$ cat src/design/hcd_map.svh
// constants for the hall count and direction detector
// assumes a 200 MHz system clock and two samples, averaged, per internal oscillator period
`ifndef HCD_MAP_SVH
`define HCD_MAP_SVH
// internal oscillator period, ns (150 kHz typical)
`define HCD_OSC_PERIOD_NS 6667
`define HCD_CLK_PERIOD_NS 5
// cycles per oscillator period, rounded down
`define HCD_OSC_CYCLES (`HCD_OSC_PERIOD_NS / `HCD_CLK_PERIOD_NS)
// sensed value width and default thresholds
`define HCD_SENSE_W 12
`define HCD_TH_ON_RST 12'h100
`define HCD_TH_OFF_RST 12'hF00
// reset values of the outputs
`define HCD_COUNT_RST 1'b0
`define HCD_DIR_RST 1'b0
`endif

$ cat src/design/hcd_pkg.sv
// types for the hall count and direction detector
// assumes hcd_map.svh supplies widths
`include "hcd_map.svh"
package hcd_pkg;
    // oscillator phase
    typedef enum logic [1:0] {
        HCD_PH_SAMPLE,
        HCD_PH_COMPARE
    } hcd_phase_e;
    // one signed sensed value per plate
    typedef struct packed {
        logic signed [`HCD_SENSE_W-1:0] first_sense_plate;
        logic signed [`HCD_SENSE_W-1:0] second_sense_plate;
    } hcd_sense_s;
    // comparator states of both plates
    typedef struct packed {
        logic first_sense_plate;
        logic second_sense_plate;
    } hcd_cmp_s;
endpackage

$ cat src/design/hcd_detector.sv
// count and direction logic behind two sense plates, with chopped comparators
// assumes sense values are digitised elsewhere and may change asynchronously
`include "hcd_map.svh"
module hcd_detector #(
    parameter int OSC_CYCLES = `HCD_OSC_CYCLES,
    parameter bit DIR_HIGH_FIRST_LEADS = 1'b1
) (
    // clock and reset
    input wire logic clk_i,
    input wire logic srst_i,
    // digitised sensed values
    input wire hcd_pkg::hcd_sense_s sense_i,
    // switching thresholds, on above off
    input wire logic signed [`HCD_SENSE_W-1:0] th_on_i,
    input wire logic signed [`HCD_SENSE_W-1:0] th_off_i,
    // open-drain outputs, enable high pulls the pin low
    output logic count_o,
    output logic count_oe_o,
    output logic dir_o,
    output logic dir_oe_o
);
    localparam int HALF = (OSC_CYCLES / 2 < 1) ? 1 : OSC_CYCLES / 2;
    localparam int CW = $clog2(OSC_CYCLES + 1);

    hcd_pkg::hcd_sense_s sync1_ff, sync2_ff;
    hcd_pkg::hcd_sense_s held_ff;
    hcd_pkg::hcd_cmp_s cmp_ff, prev_ff;
    hcd_pkg::hcd_phase_e phase_ff;
    logic [CW-1:0] cnt_ff;
    logic phase_end;
    logic last_second_ff;
    logic dir_ff, count_ff, pend_ff, pend_val_ff;

    // hysteresis comparator on the averaged value
    function automatic logic hyst(input logic signed [`HCD_SENSE_W-1:0] s,
                                  input logic signed [`HCD_SENSE_W-1:0] v,
                                  input logic old,
                                  input logic signed [`HCD_SENSE_W-1:0] ton,
                                  input logic signed [`HCD_SENSE_W-1:0] toff);
        logic signed [`HCD_SENSE_W:0] avg2;
        avg2 = {s[`HCD_SENSE_W-1], s} + {v[`HCD_SENSE_W-1], v};
        if (avg2 > $signed({ton, 1'b0}))
            return 1'b1;
        else if (avg2 < $signed({toff, 1'b0}))
            return 1'b0;
        return old;
    endfunction

    // two-stage synchroniser for the sensed values
    always_ff @(posedge clk_i) begin
        sync1_ff <= sense_i;
        sync2_ff <= sync1_ff;
    end

    // shared two-phase clock, half a period each
    assign phase_end = (cnt_ff == CW'(HALF - 1));
    always_ff @(posedge clk_i) begin
        if (srst_i) begin
            cnt_ff <= '0;
            phase_ff <= hcd_pkg::HCD_PH_SAMPLE;
        end else if (phase_end) begin
            cnt_ff <= '0;
            phase_ff <= (phase_ff == hcd_pkg::HCD_PH_SAMPLE) ?
                hcd_pkg::HCD_PH_COMPARE : hcd_pkg::HCD_PH_SAMPLE;
        end else begin
            cnt_ff <= cnt_ff + CW'(1);
        end
    end

    // sample both plates at end of first phase
    always_ff @(posedge clk_i) begin
        if (srst_i)
            held_ff <= '0;
        else if (phase_end && phase_ff == hcd_pkg::HCD_PH_SAMPLE)
            held_ff <= sync2_ff;
    end

    // average and compare at end of second phase, once per period
    always_ff @(posedge clk_i) begin
        if (srst_i) begin
            cmp_ff <= '0;
            prev_ff <= '0;
        end else if (phase_end && phase_ff == hcd_pkg::HCD_PH_COMPARE) begin
            prev_ff <= cmp_ff;
            cmp_ff.first_sense_plate <= hyst(held_ff.first_sense_plate,
                sync2_ff.first_sense_plate, cmp_ff.first_sense_plate, th_on_i, th_off_i);
            cmp_ff.second_sense_plate <= hyst(held_ff.second_sense_plate,
                sync2_ff.second_sense_plate, cmp_ff.second_sense_plate, th_on_i, th_off_i);
        end
    end

    // edge detection one cycle after the compare, at start of sample phase
    logic eval_ff;
    always_ff @(posedge clk_i) begin
        if (srst_i)
            eval_ff <= 1'b0;
        else
            eval_ff <= phase_end && phase_ff == hcd_pkg::HCD_PH_COMPARE;
    end

    logic e1, e2;
    assign e1 = eval_ff && (cmp_ff.first_sense_plate != prev_ff.first_sense_plate);
    assign e2 = eval_ff && (cmp_ff.second_sense_plate != prev_ff.second_sense_plate);

    // remember which comparator switched most recently
    always_ff @(posedge clk_i) begin
        if (srst_i)
            last_second_ff <= 1'b0;
        else if (e1 && !e2)
            last_second_ff <= 1'b0;
        else if (e2 && !e1)
            last_second_ff <= 1'b1;
    end

    // direction on first edge, held otherwise and on coincident edges
    // second switched last means the second led this edge of the first
    always_ff @(posedge clk_i) begin
        if (srst_i)
            dir_ff <= `HCD_DIR_RST;
        else if (e1 && !e2)
            dir_ff <= last_second_ff ^ DIR_HIGH_FIRST_LEADS;
    end

    // count follows the first comparator, released at the next compare phase end
    // direction moved at the start of the sample phase, so setup is above half a period
    always_ff @(posedge clk_i) begin
        if (srst_i) begin
            pend_ff <= 1'b0;
            pend_val_ff <= 1'b0;
            count_ff <= `HCD_COUNT_RST;
        end else if (e1) begin
            pend_ff <= 1'b1;
            pend_val_ff <= cmp_ff.first_sense_plate;
        end else if (pend_ff && phase_end && phase_ff == hcd_pkg::HCD_PH_COMPARE) begin
            pend_ff <= 1'b0;
            count_ff <= pend_val_ff;
        end
    end

    // open-drain drive: enable pulls low when level is low
    always_ff @(posedge clk_i) begin
        if (srst_i) begin
            count_o <= 1'b0;
            count_oe_o <= 1'b1;
            dir_o <= 1'b0;
            dir_oe_o <= 1'b1;
        end else begin
            count_o <= 1'b0;
            count_oe_o <= !count_ff;
            dir_o <= 1'b0;
            dir_oe_o <= !dir_ff;
        end
    end

    // checks
    property p_dir_hold;
        @(posedge clk_i) disable iff (srst_i)
        !(e1 && !e2) |=> $stable(dir_ff);
    endproperty
    a_dir_hold: assert property (p_dir_hold) else $error("direction moved without edge");

    property p_coincident;
        @(posedge clk_i) disable iff (srst_i)
        (e1 && e2) |=> $stable(dir_ff);
    endproperty
    a_coincident: assert property (p_coincident) else $error("coincident edges moved direction");

    property p_count_follow;
        @(posedge clk_i) disable iff (srst_i)
        $changed(count_ff) |-> count_ff == pend_val_ff;
    endproperty
    a_count_follow: assert property (p_count_follow) else $error("count not from comparator");

    property p_setup;
        @(posedge clk_i) disable iff (srst_i)
        $changed(count_ff) |-> $stable(dir_ff) && !pend_ff;
    endproperty
    a_setup: assert property (p_setup) else $error("direction not settled before count");

    property p_dir_value;
        @(posedge clk_i) disable iff (srst_i)
        (e1 && !e2) |=> dir_ff == ($past(last_second_ff) ^ DIR_HIGH_FIRST_LEADS);
    endproperty
    a_dir_value: assert property (p_dir_value) else $error("wrong direction polarity");

    property p_count_only_phase;
        @(posedge clk_i) disable iff (srst_i)
        $changed(count_ff) |-> $past(phase_end) && !$past(e1);
    endproperty
    a_count_only_phase: assert property (p_count_only_phase) else $error("count off phase");

    property p_cmp_period;
        @(posedge clk_i) disable iff (srst_i)
        $changed(cmp_ff) |-> $past(phase_ff) == hcd_pkg::HCD_PH_COMPARE && $past(phase_end);
    endproperty
    a_cmp_period: assert property (p_cmp_period) else $error("compare off period");

    property p_pin;
        @(posedge clk_i) disable iff (srst_i)
        1'b1 |=> dir_oe_o == !$past(dir_ff) && count_oe_o == !$past(count_ff);
    endproperty
    a_pin: assert property (p_pin) else $error("pin drive mismatch");

    // cycles since the direction register was last loaded, saturating
    logic [CW-1:0] dir_age_ff;
    always_ff @(posedge clk_i) begin
        if (srst_i)
            dir_age_ff <= '0;
        else if (e1 && !e2)
            dir_age_ff <= '0;
        else if (dir_age_ff != CW'(OSC_CYCLES))
            dir_age_ff <= dir_age_ff + CW'(1);
    end

    property p_dir_setup;
        @(posedge clk_i) disable iff (srst_i)
        $changed(count_ff) |-> dir_age_ff >= CW'(HALF);
    endproperty
    a_dir_setup: assert property (p_dir_setup) else $error("count edge too close");
endmodule

$ cat config.mk
export PLATFORM = sky130hd
export DESIGN_NAME = hcd_detector
export DESIGN_NICKNAME = d
export VERILOG_FILES = /design/src/design/hcd_pkg.sv /design/src/design/hcd_detector.sv
export VERILOG_INCLUDE_DIRS = /design/src /design/src/design
export SDC_FILE = /design/constraint.sdc
export NUM_CORES = 1
export LEC_CHECK = 0
export BUFFER_PORTS_ARGS = -buffer_cell sky130_fd_sc_hd__buf_2
export CAP_MARGIN = 20
export CORE_MARGIN = 5
export CORE_UTILIZATION = 55
export CTS_BUF_LIST = sky130_fd_sc_hd__clkbuf_16
export CTS_CLUSTER_DIAMETER = 60
export DETAILED_ROUTE_END_ITERATION = 16
export PLACE_DENSITY = 0.84
export SETUP_SLACK_MARGIN = 0.4
export SLEW_MARGIN = 10
export SYNTH_ARGS = -nofsm -noshare
export SYNTH_HDL_FRONTEND = slang
export SYNTH_SLANG_ARGS = --single-unit
$ cat constraint.sdc
create_clock -name clk_i -period 4.4 [get_ports clk_i]
set_input_delay 0.66 -clock clk_i [delete_from_list [all_inputs] [get_ports clk_i]]
set_output_delay 0.66 -clock clk_i [all_outputs]
set_load 0.01 [all_outputs]
==> Word level (Yosys, flattened, before mapping) <==
Cells that the tools add are included.
{ "op_classes": {"n_shift": 0, "reduce_logical": 19, "eq_ne": 4, "n_lt_le_gt_ge": 4, "bitwise_logic": 2, "muxes": 15, "div": 0, "addsub": 3, "mul": 0} }
{ "op_table": {"columns": ["op", "count"], "rows": [
  ["12-bit by 12-bit adder with 13-bit output", 2],
  ["13-bit > comparator", 2],
  ["13-bit less-than comparator", 2],
  ["1-bit two-way mux", 15],
  ["11-bit by 1-bit adder with 11-bit output, second input constant", 1],
  ["11-bit by 10-bit == test with 1-bit output, second input constant", 1],
  ["1-bit logical AND", 8],
  ["2-bit AND reduction", 3],
  ["1-bit zero test", 4],
  ["2-bit OR reduction", 2],
  ["2-bit by 1-bit == test with 1-bit output, second input constant", 1],
  ["2-bit zero test", 1],
  ["1-bit inequality test", 2],
  ["1-bit NOT", 2],
  ["2-bit nonzero test", 1]
]} }
{ "word_totals": {"wordCells": 67, "register_bits": 97, "ramBits": 0, "input_bits": 50, "mem_count": 0, "mem_bits_ro": 0, "latchBits": 0, "out_inout_bits": 4} }

==> Depth between registers and ports, before layout <==
{ "logic_depth": {"word_depth": 7, "mapped_depth": 16, "mapped_depth_nobuf": 16} }

==> Worst setup path before layout <==
Ideal clock, no wire load.
{ "synth_path": {"path_type": "register to register", "start": "register sync2_ff[14] (netlist bit)", "end": "register cmp_ff[1] (netlist bit)", "slack_ns": 1.245, "path_stages_with_launch": 14, "setup_ns": 0.116, "path_buffers": 0, "t_arrival_ns": 3.039, "required_ns": 4.284, "period_less_slack_ns": 3.155, "path_cell_list": "dfxtp_1 ha_1 and3_1 a221o_1 or4_4 o21ai_0 xnor2_1 ha_1 and3_1 a221oi_1 a21oi_1 o22ai_1 a21oi_1 a31o_2"} }
{ "synth_between": {"elab_chain_len": 7, "elab_cells_between_ends": 9, "cone_classes": "add/sub: 1; order compare: 2; mux: 5; reduce/logical: 1"} }
{ "synth_rtl": {"columns": ["element", "line", "text"], "rows": [
  ["start, declared", "hcd_detector.sv:25", "hcd_pkg::hcd_sense_s sync1_ff, sync2_ff;"],
  ["start signal, assigned", "hcd_detector.sv:52", "sync2_ff <= sync1_ff;"],
  ["12-bit by 12-bit adder with 13-bit output *", "hcd_detector.sv:41", "avg2 = {s[`HCD_SENSE_W-1], s} + {v[`HCD_SENSE_W-1], v};"],
  ["13-bit less-than comparator", "hcd_detector.sv:44", "else if (avg2 < $signed({toff, 1'b0}))"],
  ["1-bit two-way mux", "hcd_detector.sv:44", null],
  ["1-bit two-way mux", "hcd_detector.sv:42", "if (avg2 > $signed({ton, 1'b0}))"],
  ["1-bit two-way mux", "hcd_detector.sv:83", "end else if (phase_end && phase_ff == hcd_pkg::HCD_PH_COMPARE) begin"],
  ["1-bit two-way mux", "hcd_detector.sv:80", "if (srst_i) begin"],
  ["2-bit AND reduction (no source line)", null, null],
  ["end, declared", "hcd_detector.sv:27", "hcd_pkg::hcd_cmp_s cmp_ff, prev_ff;"]
]} }
Mark *: on every way between the ends. The rest lies on a longest branch, timed or not. The select of a mux whose other input is x is not followed.
A chain may end at the register's enable or synchronous reset.

==> Worst setup path in the final report <==
{ "layout_path": {"start": "register sync2_ff[12] (netlist bit)", "end": "register cmp_ff[1] (netlist bit)"} }
Same word-level chain as after synthesis.

==> run metrics <==
reg2reg start=sync2_ff[12]$_DFF_P_; DRC=0; Synth Area in Compound Gates=0.148; setup_tns=0 ns; worst slew pin tran=1.02 ns; Max H-tree Level=3; Post-Synth Adder-Cell Area=0.195; Ports=54; Initial Util=0.560; worst path cell trace=ha_1 > inv_1 > fa_1 > nor2b_1 > o21ai_0 > a21boi_1 > o2111ai_1 > a21oi_1 > a31oi_1 > ha_1 > a211oi_1 > nand3_1 > o21ai_0 > nand3b_1 > a31o_2; top achievable clock speed=287 MHz; post-CTS setup buffers=0; R2R Setup Slk=0.91 ns; worst path bufs/invs=1; Placed Cells=slightly below 700; worst hold start=sync1_ff[0]$_DFF_P_; Max Cap Viol=0; Synth area leaders=dfxtp_1 (40%), ha_1 (19%), a21oi_1 (5.6%); # fillers=731; family with the most delay on the worst path=compound AO/OA/AOI/OAI gates; TritonCTS Buffers=9; core area=8640 sq um; post-synthesis sequential area ratio=0.398; vias in the first global route=roughly 3,800; Placer Congestion=about 0.91; final WL=10.1 mm; Detailed Routing Iterations Pass 1=5; Post-CTS Resized=0; Sink Count=96; mux contribution to synthesized area=0.00414; Crit Path Max Fanout=4; Req. time, crit path=4.64 ns; CTS tree=yes; final non-filler cell total=698; worst vdd rail ir drop=0.000248 V; syn avg cell area=slightly above 9 sq um; iteration-0 DRC count of the detailed router=189; die width=a little over 100 um; layout cells sized above 1=0.124; Cell Pwr Density=348 nW/um^2; DPL Wire Length=7.63 mm; Total GRT Usage=0.195; post-DR vias/cell=between 5 and 6; Synth Area in XOR/XNOR=0.0489; Total Die Area=roughly 11,000 sq um; period utilisation layout=0.792; RSZ-0062 raised after global routing=no; minimum clock period=3.49 ns; antenna fix cells=0; status=completed; Vias=3,820; Post-CTS Hold Buffers=0; EDFF count, synth=0; Row Count=34; Syn. warnings=0; WL per Instance=14.5 um; Worst Setup SP=sync2_ff[12]$_DFF_P_; Worst-path clk slew=0.06 ns; Critical Path AT=3.72 ns; Seq cells post-synth=96; Slowest-stage cell, CP=fa_1; Main synth FF type=dfxtp_1; Max Slew Vio Count=0; clock latency on the worst-skew pair=0.34 ns; clk_skew=0.00472 ns; largest net degree at the start of global routing=40; post-synthesis cell count=between 500 and 600; Synth top area share=0.398; Die Height=104 um; first-pass GRT wire length=17.6 mm; final hold viol count=0; CP max stage delay=0.40 ns; total congestion overflow=0; Synth-to-Final Area Change=13.7%; CP Launch Type=register; WS Path Type=register to register; Final #Nets=709; critical path capture point type=register; port buffer count=between 50 and 60; largest family of logic cells by synthesized area=adder cells; CTS max path bufs=2; DRT antenna net count=0; class of the worst hold path=register to register; initial antenna violation count=0; slew margin rel.=0.320; synthesized area=just under 5000 sq um; Synth async-reset ratio=0; leakage=0.00246 uW; endpoints failing setup=0; root buffer cell=clkbuf_16; largest area contributor in the netlist=dfxtp_1; synth unique cells=52; simple-gate share of the synthesized area=0.160
-- per-stage QoR --
step                instance area (sq um)  hold WS [ns]  power, uW  setup WS (ns)  utilization
global placement                     5180         0.310       1090           1.07        0.600
finish                               5500         0.326       1920          0.914        0.637
floorplan                            4840         0.310       1040           1.24            -
detailed placement                   5180         0.312       1100           1.03        0.600
global route                         5500         0.329       2000          0.559        0.637
CTS                                  5500         0.327       1930          0.977        0.637
-- worst paths after layout --
| check | end | depth (start not counted) |
|---|---|---|
| worst max-delay path | cmp_ff[1]$_SDFFE_PP0P_ | 15 |
| worst min-delay path | sync2_ff[0]$_DFF_P_ | 0 |
| worst max register to register | cmp_ff[1]$_SDFFE_PP0P_ | 15 |
| worst min register to register | sync2_ff[0]$_DFF_P_ | 0 |
-- power breakdown --
part / switching (uW) / internal, uW / total (uW)
Combinational: 97.1 / 78.3 / 175
Sequential: 12.3 / 895 / 907
Clock: 334 / 500 / 834
-- kinds of logic (layout without fill, tap and decap cells) --
kind of cell    count (synthesis)  count (layout)
other cells                     1               2
mux                             2               2
compound gates                111             111
simple gates                  167             167
flops                          96              96
buf+inv                        56             111
fa+ha+maj                      74              74
xor+xnor                       27              27
-- area by class of cell --
cell class                      instances  area, sq um  area share
Multi-Input combinational cell        383         2700       0.490
Sequential cell                        96         1920       0.349
Timing Repair Buffer                   52          263      0.0478
Clock buffer                            9          225      0.0410
Inverter                               43          161      0.0294
Tap cell                              108          135      0.0246
Clock inverter                          7         96.3      0.0175
-- registers in the layout, summed over array words and instances, names as in the netlist --
name            flops
last_second_ff      1
cnt_ff             11
cmp_ff              2
count_oe_o          1
pend_ff             1
held_ff            24
sync2_ff           24
dir_ff              1
pend_val_ff         1
eval_ff             1
phase_ff            1
prev_ff             2
count_ff            1
sync1_ff           24
dir_oe_o            1
-- placed cells by master, fill, tap and decap left out, drive strengths merged, types with 3 or more instances in the layout --
| cell | n |
|---|---|
| nor4 | 4 |
| a21o | 8 |
| xor2 | 7 |
| clkbuf | 9 |
| a21oi | 54 |
| o311ai | 5 |
| nand2b | 8 |
| nor2 | 42 |
| dfxtp | 96 |
| xnor2 | 20 |
| o21a | 3 |
| nor2b | 5 |
| or2 | 3 |
| nand3 | 12 |
| nand2 | 64 |
| a2111oi | 3 |
| nand4 | 11 |
| ha | 72 |
| o211ai | 5 |
| o21ai | 10 |
| inv | 45 |
| buf | 52 |
| and3 | 5 |
| a31oi | 3 |
| a211oi | 4 |
| clkinv | 3 |
| nor3 | 5 |
-- worst register-to-register path, stage by stage (launching register included) --
cell       delay (ns)
dfxtp_1          0.34
ha_1             0.17
inv_1            0.05
fa_1             0.40
nor2b_1          0.13
o21ai_0          0.11
a21boi_1         0.35
o2111ai_1        0.20
a21oi_1          0.22
a31oi_1          0.10
ha_1             0.31
a211oi_1         0.36
nand3_1          0.15
o21ai_0          0.17
nand3b_1         0.10
a31o_2           0.23
-- Yosys cell counts (2+ instances only) --
cell type  number
a2111oi_0       3
a211oi_1        4
a21o_1          8
a21oi_1        54
a31oi_1         3
and3_1          5
buf_2           2
buf_4           2
clkbuf_1        9
dfxtp_1        96
fa_1            2
ha_1           72
inv_1          43
mux2i_1         2
nand2_1        64
nand2b_1        8
nand3_1        12
nand3b_1        2
nand4_1        11
nor2_1         42
nor2b_1         5
nor3_1          5
nor4_1          4
o2111ai_1       2
o211ai_1        5
o21a_1          3
o21ai_0         9
o21bai_1        2
o22ai_1         2
o311ai_0        3
o311ai_1        2
or2_2           3
xnor2_1        20
xor2_1          7
-- metal layers --
| metal | vias up | GRT usage | part of all wire |
|---|---|---|---|
| li1 | 1965 | - | - |
| met1 | 1739 | 0.256 | 0.48 |
| met2 | 95 | 0.312 | 0.46 |
| met3 | 21 | 0.0460 | 0.048 |
| met4 | 0 | 0.0731 | 0.018 |
| met5 | - | 0 | 0 |
Power figures use the tool's default switching activity.
